===== config.mk =====
export PLATFORM = sky130hd
export DESIGN_NAME = cache_param_leaf
export DESIGN_NICKNAME = d
export VERILOG_FILES = /design/src/hw/cache_leaf_pkg.sv /design/src/hw/cache_desc_rom.sv /design/src/hw/cache_param_leaf.sv
export SDC_FILE = /design/constraint.sdc
export NUM_CORES = 1
export LEC_CHECK = 0
export BUFFER_PORTS_ARGS = -buffer_cell sky130_fd_sc_hd__buf_2
export CAP_MARGIN = 20
export CORE_AREA = 2 2 100 102
export CTS_BUF_LIST = sky130_fd_sc_hd__clkbuf_16
export CTS_CLUSTER_DIAMETER = 200
export DETAILED_ROUTE_END_ITERATION = 8
export DIE_AREA = 0 0 102 104
export HOLD_SLACK_MARGIN = 0.03
export PLACE_DENSITY_LB_ADDON = 0.15
export SLEW_MARGIN = 10
export SYNTH_ARGS = -nofsm -noshare
export SYNTH_HDL_FRONTEND = slang
export SYNTH_SLANG_ARGS = --single-unit

===== constraint.sdc =====
create_clock -name clk -period 1.44 [get_ports clk]
set_clock_uncertainty 0.2 [all_clocks]
set_input_delay 0.072 -clock clk [delete_from_list [all_inputs] [get_ports clk]]
set_output_delay 0.072 -clock clk [all_outputs]
set_load 0.005 [all_outputs]

===== src/hw/cache_leaf_pkg.sv =====
// Package: constants and field layout of the cache parameter leaf
`default_nettype none
package cache_leaf_pkg;
  // ********************************
  // Query and visibility
  // ********************************
  localparam logic [31:0] DET_CACHE_LEAF = 32'h0000_0004;
  localparam logic [31:0] LEGACY_LEAF_MAX = 32'h0000_0003;
  localparam logic [31:0] EXT_LEAF_BASE = 32'h8000_0000;
  localparam int LEGACY_LIMIT_POS = 22;
  localparam logic [31:0] MISC_ENABLE_RESET = 32'h0000_0000;
  // ********************************
  // Field positions
  // ********************************
  localparam int TYPE_LSB = 0;
  localparam int LEVEL_LSB = 5;
  localparam int SELF_INIT_POS = 8;
  localparam int FULL_ASSOC_POS = 9;
  localparam int SHARE_LSB = 14;
  localparam int CORES_LSB = 26;
  localparam int LINE_LSB = 0;
  localparam int PART_LSB = 12;
  localparam int WAYS_LSB = 22;
  // ********************************
  // Cache types
  // ********************************
  localparam logic [4:0] CTYPE_NULL = 5'h00;
  localparam logic [4:0] CTYPE_DATA = 5'h01;
  localparam logic [4:0] CTYPE_INSN = 5'h02;
  localparam logic [4:0] CTYPE_UNIFIED = 5'h03;
  // ********************************
  // Table of described levels
  // ********************************
  localparam int NUM_CACHES = 4;
  localparam logic [31:0] RESULT_RESET = 32'h0000_0000;
  typedef struct packed {
    logic [4:0] ctype;
    logic [2:0] level;
    logic self_init;
    logic full_assoc;
    logic [11:0] share_m1;
    logic [5:0] cores_m1;
    logic [11:0] line_m1;
    logic [9:0] part_m1;
    logic [9:0] ways_m1;
    logic [31:0] sets_m1;
  } cache_desc_t;
endpackage : cache_leaf_pkg
`default_nettype wire


===== src/hw/cache_desc_rom.sv =====
// Constant table of cache descriptions addressed by sub-leaf index
`default_nettype none
module cache_desc_rom
  import cache_leaf_pkg::*;
(
  // Lookup
  input wire logic [31:0] index,
  output cache_leaf_pkg::cache_desc_t desc
);
  // ********************************
  // Table
  // ********************************
  // Example hierarchy; indices past the table read as the null type
  always_comb begin
    desc = '0;
    case (index)
      32'h0000_0000: desc = '{CTYPE_DATA, 3'h1, 1'b1, 1'b0, 12'h001, 6'h03,
                              12'h03F, 10'h000, 10'h007, 32'h0000_003F};
      32'h0000_0001: desc = '{CTYPE_INSN, 3'h1, 1'b1, 1'b0, 12'h001, 6'h03,
                              12'h03F, 10'h000, 10'h007, 32'h0000_003F};
      32'h0000_0002: desc = '{CTYPE_UNIFIED, 3'h2, 1'b1, 1'b0, 12'h001, 6'h03,
                              12'h03F, 10'h000, 10'h007, 32'h0000_01FF};
      32'h0000_0003: desc = '{CTYPE_UNIFIED, 3'h3, 1'b1, 1'b0, 12'h00F, 6'h03,
                              12'h03F, 10'h000, 10'h00F, 32'h0000_1FFF};
      default: desc = '0;
    endcase
  end
endmodule : cache_desc_rom
`default_nettype wire


===== src/hw/cache_param_leaf.sv =====
// Answers the deterministic cache parameter identification query
`default_nettype none
module cache_param_leaf
  import cache_leaf_pkg::*;
(
  // Clock and reset
  input wire logic clk,
  input wire logic rst_b,
  input wire logic clk_en,
  // Query
  input wire logic query_valid,
  input wire logic [31:0] leaf,
  input wire logic [31:0] sub_leaf_index,
  // Misc enable register write port
  input wire logic misc_enable_we,
  input wire logic [31:0] misc_enable_wdata,
  output logic [31:0] misc_enable_register,
  // Result
  output logic result_valid,
  output logic [31:0] first_result_word,
  output logic [31:0] second_result_word,
  output logic [31:0] cache_set_count_word,
  output logic [31:0] reserved_result_word
);
  // ********************************
  // State
  // ********************************
  typedef struct packed {
    logic [31:0] misc;
    logic valid;
    logic [31:0] w0;
    logic [31:0] w1;
    logic [31:0] w2;
    logic [31:0] w3;
  } state_t;

  state_t s_q;
  state_t s_d;

  // ********************************
  // Table
  // ********************************
  // Index passes unchanged; the table holds the whole hierarchy
  // Rows past the end of the table read as null
  cache_desc_t raw_desc;
  cache_desc_t desc;

  cache_desc_rom u_rom (
    .index(sub_leaf_index),
    .desc(raw_desc)
  );

  // ********************************
  // Visibility
  // ********************************
  // Middle range of basic leaves hides behind the legacy limit bit
  // Leaves at or above the extended base stay visible
  function automatic logic leaf_visible(
    input logic [31:0] lf,
    input logic [31:0] misc
  );
    logic above_legacy;
    logic below_ext;
    above_legacy = (lf > LEGACY_LEAF_MAX);
    below_ext = (lf < EXT_LEAF_BASE);
    leaf_visible = !(above_legacy && below_ext && misc[LEGACY_LIMIT_POS]);
  endfunction : leaf_visible

  // ********************************
  // Row cleanup
  // ********************************
  // Types above unified are reserved and never handed out
  function automatic logic type_reserved(
    input logic [4:0] ctype
  );
    type_reserved = (ctype > CTYPE_UNIFIED);
  endfunction : type_reserved

  // Null or reserved row cleared whole, so a table slip cannot leak fields
  function automatic cache_desc_t clean_row(
    input cache_desc_t d
  );
    clean_row = d;
    if (d.ctype == CTYPE_NULL || type_reserved(d.ctype)) begin
      clean_row = '0;
    end
  endfunction : clean_row

  // ********************************
  // Packing
  // ********************************
  // Counts travel stored minus one, exactly as the table holds them
  // Type, level, flags and sharing counts
  function automatic logic [31:0] pack_first(
    input cache_desc_t d
  );
    logic [31:0] w;
    w = RESULT_RESET;
    w[TYPE_LSB +: 5] = d.ctype;
    w[LEVEL_LSB +: 3] = d.level;
    w[SELF_INIT_POS] = d.self_init;
    w[FULL_ASSOC_POS] = d.full_assoc;
    w[SHARE_LSB +: 12] = d.share_m1;
    w[CORES_LSB +: 6] = d.cores_m1;
    pack_first = w;
  endfunction : pack_first

  // Line size, partitions and ways
  function automatic logic [31:0] pack_second(
    input cache_desc_t d
  );
    logic [31:0] w;
    w = RESULT_RESET;
    w[LINE_LSB +: 12] = d.line_m1;
    w[PART_LSB +: 10] = d.part_m1;
    w[WAYS_LSB +: 10] = d.ways_m1;
    pack_second = w;
  endfunction : pack_second

  // Sets fill the whole word
  function automatic logic [31:0] pack_sets(
    input cache_desc_t d
  );
    pack_sets = d.sets_m1;
  endfunction : pack_sets

  // ********************************
  // Decode
  // ********************************
  logic det_leaf;
  logic visible;
  logic answer_hit;
  logic [31:0] misc_next;

  // Visibility reads the stored limit bit; a write in the same cycle acts later
  assign det_leaf = (leaf == DET_CACHE_LEAF);
  assign visible = leaf_visible(leaf, s_q.misc);
  assign answer_hit = det_leaf && visible;
  assign desc = clean_row(raw_desc);
  // Plain read/write word; only the limit bit steers the answer
  assign misc_next = misc_enable_we ? misc_enable_wdata : s_q.misc;

  // ********************************
  // Answer words
  // ********************************
  logic [31:0] first_next;
  logic [31:0] second_next;
  logic [31:0] sets_next;
  logic [31:0] reserved_next;

  // Hidden or foreign leaf answers all zero, read as null type
  assign first_next = answer_hit ? pack_first(desc) : RESULT_RESET;
  assign second_next = answer_hit ? pack_second(desc) : RESULT_RESET;
  assign sets_next = answer_hit ? pack_sets(desc) : RESULT_RESET;
  // Reserved word is zero for every index
  assign reserved_next = RESULT_RESET;

  // ********************************
  // Next state
  // ********************************
  // Valid is a one-cycle pulse per taken query
  always_comb begin
    s_d = s_q;
    s_d.misc = misc_next;
    s_d.valid = 1'b0;
    if (query_valid) begin
      s_d.valid = 1'b1;
      s_d.w0 = first_next;
      s_d.w1 = second_next;
      s_d.w2 = sets_next;
      s_d.w3 = reserved_next;
    end
  end

  // ********************************
  // Registers
  // ********************************
  // Only constants on the reset path
  always_ff @(posedge clk or negedge rst_b) begin
    if (!rst_b) begin
      s_q.misc <= MISC_ENABLE_RESET;
      s_q.valid <= 1'b0;
      s_q.w0 <= RESULT_RESET;
      s_q.w1 <= RESULT_RESET;
      s_q.w2 <= RESULT_RESET;
      s_q.w3 <= RESULT_RESET;
    end else if (clk_en) begin
      // Enable low freezes everything; a held query is simply not taken
      s_q <= s_d;
    end
  end

  // ********************************
  // Outputs
  // ********************************
  // Every output straight from a flop
  assign misc_enable_register = s_q.misc;
  assign result_valid = s_q.valid;
  assign first_result_word = s_q.w0;
  assign second_result_word = s_q.w1;
  assign cache_set_count_word = s_q.w2;
  assign reserved_result_word = s_q.w3;

endmodule : cache_param_leaf
`default_nettype wire

## After elaboration in Yosys (flattened, before gate mapping)

Index checks and enable logic that the tools add are counted.

| storage, ports and cells | value |
|---|---|
| register bits | 129 |

| cells by class | value |
|---|---|
| order comparisons | 3 |
| eq/ne operators | 4 |
| muxes and demuxes | 6 |
| reductions and logical operators | 9 |

Operators with widths:

| operator | count |
|---|---|
| $pmux 89 s4 | 1 |
| $mux 129 | 1 |
| $mux 32 | 3 |
| $mux 92 | 1 |
| $eq 32x2->1 const B | 2 |
| $eq 32x1->1 const B | 1 |
| $eq 32x3->1 const B | 1 |
| $gt 32x2->1 const B | 1 |
| $logic_not 32->1 | 1 |
| $lt 32x32->1 const B | 1 |
| $gt 5x2->1 const B | 1 |
| $logic_not 5->1 | 1 |
| $reduce_and 2->1 | 2 |
| $logic_and 1x1->1 | 3 |
| $logic_not 1->1 | 1 |
| $logic_or 1x1->1 | 1 |

## Logic depth before layout (Yosys ltp)

Gate-level depths: netlist (run 1).

| depth | value |
|---|---|
| depth after elaboration | 7 |
| mapped depth | 4 |
| mapped depth without buffers | 4 |

## Modules after synthesis

From an unflattened synthesis (run 1), not the netlist that was laid out.

| second synthesis, totals | value |
|---|---|
| cells, all modules | 436 |
| area total of the unflattened synthesis | 5601.6 sq um |

By module, submodules not included:

| module | instances | cells each | area each (sq um) | seq. area each (sq um) |
|---|---|---|---|---|
| cache_param_leaf | 1 | 327 | 4777.1 | 3128.0 |
| cache_desc_rom | 1 | 109 | 824.5 | 0.0 |

## Worst setup path before layout (run 1)

No wires, ideal clock.

| timing path | value |
|---|---|
| kind | register -> register |
| start point | register s_q, in the netlist misc_enable_register[22] |
| end point | register s_q, in the netlist first_result_word[0] |
| library setup time | 93 ps |
| arrival time | 1157 ps |
| data required time | 1147 ps |
| slack | -10 ps |
| stages on the path, launching flop included | 5 |
| buffers on the path | 0 |
| period minus slack after synthesis | 1450 ps |
| path through | dfrtp_1 -> nor4_1 -> and4_1 -> nand4_4 -> o31ai_2 |

| between the ends | value |
|---|---|
| cells in the longest elaborated chain, start to end | 4 |

RTL lines:

| element | line | source |
|---|---|---|
| start, declared | cache_param_leaf.sv:37 | `state_t s_q;` |
| $logic_and 1x1->1 | cache_param_leaf.sv:66 | `leaf_visible = !(above_legacy && below_ext && misc[LEGACY_LIMIT_POS]);` |
| $logic_not 1->1 | cache_param_leaf.sv:66 |  |
| $logic_and 1x1->1 | cache_param_leaf.sv:138 | `assign answer_hit = det_leaf && visible;` |
| $mux 32 | cache_param_leaf.sv:152 | `assign first_next = answer_hit ? pack_first(desc) : RESULT_RESET;` |

No other way between the ends.
A chain may end at the register's enable or synchronous reset.

## Final worst setup path (run 1)

| timing path | value |
|---|---|
| start point | register s_q, in the netlist misc_enable_register[22] |
| end point | register s_q, in the netlist first_result_word[1] |

Same word-level chain as after synthesis.

==> key figures, run 1 <==
Run status
  • Outcome: complete, but fails checks
  • Failing checks: negative setup slack

Detailed routing
  • ANT nets after route: 0
  • Drt total wl: 6.13 mm
  • DRT Pass-1 Iters: 4
  • Initial DRC count: 57
  • Routed vias: 2038
  • DRC violations left: 0
  • Drt wl/cell: 11.0 um
  • Vias per Instance: 3.65

Placement
  • Inst Count DP: 512
  • Pre-CTS setup slack: -0.140 ns
  • Hpwl dp: 4.69 mm
  • Placement Cell Area: 3080 um2
  • Buffers added on ports: 167
  • Gp weighted congestion: 0.732

Die
  • Die X: 102 um
  • Total core area: 9550 um2
  • Io pins: 262
  • DIE HEIGHT: 104 um
  • Die area: 10600 um2
  • Cell Rows: 36
  • Starting Density: 27.2%

STA
  • Tcrit/Tclk final: 101%
  • RSZ-0062 raised after global routing: true
  • Final Max Tran Viols: 0
  • Final Hold Vio Count: 0
  • Hold Slack: 0.00331 ns
  • Fmax: 689 MHz
  • Setup violations, final: 5
  • Final worst slack: -0.0112 ns
  • Post-Route Setup TNS: -0.0312 ns
  • Minimum clock period: 1.45 ns

Yosys
  • Post-synthesis instance area: 2600 um2
  • Distinct cells, synth: 23
  • Ys Warns: 0
  • Cells after synthesis: 240
  • Avg Cell Area, Syn: 10.8 um2
  • Synth Register Bits: 39
  • Register area share after synthesis: 37.6%

GRT
  • Global route overflow: 0
  • Global-route usage over all layers: 10.8%
  • Initial antenna violation count: 0
  • Vias in the first global route: 1918
  • First-pass GRT wire length: 9.20 mm
  • Pin count of the biggest net entering global routing: 40

Worst setup path
  • Worst Setup End Kind: register
  • Worst Setup Start Kind: register
  • Worst Setup Path Type: reg2reg
  • CP Data Arrival Time: 1.43 ns
  • CP max FO: 6
  • Required @ worst endpoint: 1.42 ns

Finish
  • N_diodes: 0
  • Nets: 526
  • Ratio of cells with drive above 1 in the final layout: 48.7%
  • Final Util: 37.8%
  • P&R area growth vs syn: 39.0%
  • Fillers: 979
  • Cell Count, Final, Fillers Out: 558
  • Fin area: 3610 um2

Clock network
  • # hold bufs at CTS: 39
  • Clock Latency Late Sink: 0.27 ns
  • TritonCTS sink count: 39
  • Clk slew on worst S/H paths: 0.06 ns
  • CTS tree: yes
  • CTS root buf: clkbuf_16
  • Htree depth: 2
  • Clk buf depth: 2
  • Total CTS buffers: 5
  • Setup bufs post-CTS: 0

Pwr
  • Final Power: 2.97 mW
  • Max VDD drop: 445 uV
  • Lkg Pwr: 1.98 nW
  • Power Density: 824 nW/um2

Hold path
  • Hold Path Class: in2reg

Flow run
  • Maxcap violations: 0
-- power breakdown --
part / internal, mW / total [mW] / leakage (nW) / switching [mW]
logic: 0.370 / 0.649 / 1.44 / 0.279
registers: 1.23 / 1.30 / 0.472 / 0.0641
clock network: 0.622 / 1.03 / 0.0671 / 0.406
-- path summary, 6_finish.rpt --
path / end / cells after the start / slack (ns) / from
worst max-delay path: first_result_word[1] / 4 / -0.01 / misc_enable_register[22]
max in group asynchronous: misc_enable_register[21] / 3 / 0.75 / rst_b
worst min-delay path: first_result_word[0] / 4 / 0.003 / leaf[21]
worst min register to register: first_result_word[0] / 2 / 0.28 / first_result_word[0]
min in group asynchronous: misc_enable_register[13] / 3 / 0.09 / rst_b
worst max register to register: first_result_word[1] / 4 / -0.01 / misc_enable_register[22]
-- logic make-up after synthesis --
logic type / share of synthesized area, %
buffers and inverters: 36.0
flip-flops: 37.6
AO/OA/AOI/OAI: 2.79
other: 0.144
AND/OR/NAND/NOR: 9.63
multiplexers: 13.9
-- routing by layer --
layer | vias to the layer above | GRT usage (%) | wire [um]
met1 | 943 | 11.9 | 2250
li1 | 954 | - | -
met3 | 8 | 2.08 | 488
met5 | - | 0 | 0
met2 | 133 | 20.5 | 3300
met4 | 0 | 3.14 | 93
-- cell usage after synthesis --
library cell / instances / area, um2
nor3_4: 1 / 16.3
o21ai_1: 1 / 5.00
dfrtp_1: 39 / 976
nand4_1: 1 / 6.26
inv_1: 2 / 7.51
mux2_2: 18 / 203
nor4_4: 2 / 42.5
nand2_1: 9 / 33.8
and4_1: 2 / 17.5
nor3_1: 2 / 10.0
nor4_1: 10 / 62.6
o21ai_0: 1 / 5.00
nor4b_1: 1 / 8.76
buf_1: 3 / 11.3
or4_4: 1 / 11.3
conb_1: 1 / 3.75
mux2_1: 14 / 158
and3_1: 1 / 6.26
o31ai_2: 5 / 62.6
nor2_1: 2 / 7.51
nand4_4: 1 / 21.3
nor2b_1: 1 / 6.26
buf_4: 122 / 916
-- cells in the final DEF (no fill, tap or decap), types with 5 or more instances in the layout --
cell and n:
o31ai_2 5, conb_1 94, nor4_1 9, dfrtp_1 39, mux2_2 18, nand2_1 9
mux2_1 14, clkbuf_16 5, buf_2 167, dlygate4sd3_1 39
-- flip-flops by register name, summed over array words and instances, names as in the netlist --
signal                flops
first_result_word         6
misc_enable_register     32
result_valid              1
-- repair_timing --
item	CTS	global route
pin swaps	3	3
gates resized for setup	0	3
endpoints found under the hold margin	78	6
setup endpoints to repair	6	6
-- critical path, cell delays in order (launching register included) --
cell and delay, ns:
dfrtp_1 0.39, nor4_2 0.14, and4_4 0.27, nand4_4 0.15, o31ai_2 0.21
-- final cells by class --
cell class,count,area (um2),area share (%)
sequential,39,976,27.0
clock inverter,2,8.76,0.243
multi-input combinational,167,1040,28.9
inverter,2,7.51,0.208
timing repair buffer,210,1280,35.5
tap,133,166,4.61
clock buffer,5,125,3.47
Power figures use the tool's default switching activity.
==> inputs of run 2 (changes only) <==
--- a/config.mk
+++ b/config.mk
@@ -13,8 +13,8 @@
 export DETAILED_ROUTE_END_ITERATION = 8
 export DIE_AREA = 0 0 102 104
 export HOLD_SLACK_MARGIN = 0.03
-export PLACE_DENSITY_LB_ADDON = 0.15
-export SLEW_MARGIN = 10
+export PLACE_DENSITY = 0.67
+export SLEW_MARGIN = 40
 export SYNTH_ARGS = -nofsm -noshare
 export SYNTH_HDL_FRONTEND = slang
 export SYNTH_SLANG_ARGS = --single-unit
==> key figures, run 2 (synthesized netlist as in run 1, its figures left out) <==
Clock network
  • Clock Latency Late Sink: 0.27 ns (about the same)
  • TritonCTS sink count: 39 (unchanged)
  • Clk buf depth: 2 (unchanged)
  • Total CTS buffers: 5 (unchanged)
  • CTS root buf: clkbuf_16
  • # hold bufs at CTS: 39 (unchanged)
  • Clk slew on worst S/H paths: 0.06 ns (about the same)
  • CTS tree: yes
  • Htree depth: 2 (unchanged)

Worst setup path
  • Bufs and invs on worst path: 0 (unchanged)
  • CP Data Arrival Time: 1.55 ns (+0.12 ns)
  • CP max FO: 6 (unchanged)
  • Max incr delay on CP: 0.39 ns (about the same)
  • Worst Setup Path Type: reg2reg
  • Worst-path cell chain: nor4_2 -> and4_1 -> nand4_4 -> o31ai_2
  • Worst Setup End Kind: register
  • Required @ worst endpoint: 1.42 ns (about the same)
  • FF-to-FF End: first_result_word[0]
  • CP delay by family, top: simple AND/OR/NAND/NOR gates
  • Worst r2r src: misc_enable_register[22]
  • Worst path slowest cell: dfrtp_1
  • R2r worst-path depth: 4 (unchanged)
  • Worst Setup Start Kind: register
  • Stages on worst setup path: 4 (unchanged)
  • Reg2reg setup slack: -0.13 ns (-0.12 ns)

Detailed routing
  • Vias per Instance: 3.66 (about the same)
  • Metal3 WL: 503 um (+3.1%)
  • DRC violations left: 0 (unchanged)
  • ANT nets after route: 0 (unchanged)
  • Initial DRC count: 48 (-16%)
  • Drt wl/cell: 11.4 um (+4.0%)
  • Met2 routed WL: 3.54 mm (+7.4%)
  • Routed vias: 2051 (+0.64%)
  • Wl on met1: 2.16 mm (-4.3%)
  • Max Used Layer: met4
  • Drt total wl: 6.41 mm (+4.6%)
  • DRT Pass-1 Iters: 4 (unchanged)

Die
  • Io pins: 262 (unchanged)
  • Die area: 10600 um2 (unchanged)
  • Die X: 102 um (unchanged)
  • DIE HEIGHT: 104 um (unchanged)
  • Total core area: 9550 um2 (unchanged)
  • Starting Density: 27.2% (unchanged)
  • Cell Rows: 36 (unchanged)

Placement
  • Hpwl dp: 4.71 mm (+0.50%)
  • Gp weighted congestion: 0.797 (+8.8%)
  • Buffers added on ports: 167 (unchanged)
  • Pre-CTS setup slack: -0.155 ns (-0.0149 ns)

Hold path
  • WHS Endpoint: first_result_word[5]
  • Hold Crit Start: leaf[18]
  • Hold Path Class: in2reg
  • Worst Hold Depth: 4 (unchanged)

STA
  • Minimum clock period: 1.57 ns (+0.117 ns)
  • Final worst slack: -0.128 ns (-0.117 ns)
  • Fmax: 638 MHz (-7.4%)
  • Final Hold Vio Count: 0 (unchanged)
  • Setup violations, final: 6 (+1)
  • Tcrit/Tclk final: 109% (+8.1 points)
  • Hold Slack: 0.0145 ns (+0.0112 ns)
  • Post-Route Setup TNS: -0.495 ns (-0.463 ns)
  • RSZ-0062 raised after global routing: true
  • Final Max Tran Viols: 0 (unchanged)

Flow run
  • Maxcap violations: 0 (unchanged)

Run status
  • Failing checks: negative setup slack
  • Outcome: complete, but fails checks

Pwr
  • Lkg Pwr: 2.02 nW (+2.2%)
  • Final Power: 3.38 mW (+14%)
  • Power Density: 913 nW/um2 (+11%)
  • Max VDD drop: 586 uV (+32%)

Finish
  • FF/Latch Area: 976 um2 (unchanged)
  • Largest register FFs: 32 (unchanged)
  • Most frequent cells in the layout: 167 x buf_2, 94 x conb_1, 39 x dfrtp_1, 39 x dlygate4sd3_1, 18 x mux2_2
  • P&R area growth vs syn: 42.4%
  • N_diodes: 0 (unchanged)
  • Area of the multi-input gates: 1050 um2 (+0.60%)
  • Nets: 528 (+0.38%)
  • Final Util: 38.7% (+0.93 points)
  • Leading cell type in the layout, fill and taps excluded: buf_2
  • Ratio of cells with drive above 1 in the final layout: 48.8% (+0.13 points)
  • Fillers: 958 (-2.1%)

GRT
  • Global route overflow: 0 (unchanged)
  • First-pass GRT wire length: 9.57 mm (+4.1%)
  • Initial antenna violation count: 0 (unchanged)
  • Vias in the first global route: 1982 (+3.3%)
  • Global-route usage over all layers: 11.5% (+0.63 points)
  • Pin count of the biggest net entering global routing: 27 (-33%)
[run 2: area by class of cell]
type                       count  share of cell area, %
clock buffer                   5                   3.38
clock inverter                 3                   1.73
inverter                       2                  0.203
sequential                    39                   26.4
tap                          133                   4.50
multi-input combinational    167                   28.4
timing repair buffer         212                   35.4
[run 2: where the power goes]
part	leakage [nW]	switching [mW]	total (mW)	internal, mW
combinational	1.45	0.290	0.671	0.381
sequential	0.472	0.0687	1.30	1.23
clock	0.0952	0.419	1.41	0.986
[run 2: worst register-to-register path, cell delays in order, from the launching register on]
cell	delay [ns]
dfrtp_1	0.39
nor4_2	0.16
and4_1	0.27
nand4_4	0.18
o31ai_2	0.28
[run 2: how the worst max path moves through the flow]
| stage | endpoint | startpoint | slack (ns) |
|---|---|---|---|
| CTS | first_result_word[0] | misc_enable_register[22] | -0.12 |
| global placement | first_result_word[17] | sub_leaf_index[27] | -0.12 |
| floorplan | first_result_word[6] | misc_enable_register[22] | 0.03 |
| detailed placement | first_result_word[0] | sub_leaf_index[27] | -0.15 |
| global route | first_result_word[1] | misc_enable_register[22] | -0.22 |
| finish | first_result_word[0] | misc_enable_register[22] | -0.13 |
[run 2: stage by stage]
step           instance area, um2  cells
4_1_cts                      3680    561
3_3_place_gp                 3100    514
2_1_floorplan                2950    333
5_1_grt                      3700    561
6_report                     3700    561
3_5_place_dp                 3100    514
[run 2: layer usage]
layer / GRT usage, % / up-vias
met5: 0 / -
met4: 4.95 / 0
met3: 2.42 / 18
met2: 22.2 / 137
met1: 11.3 / 936
li1: - / 960
[run 2: repair_timing]
action	in CTS	in global routing
endpoints found under the hold margin	78	3
endpoints found under the setup margin	6	6
setup buffers	0	0
pin swaps	1	5
resized for setup	0	2
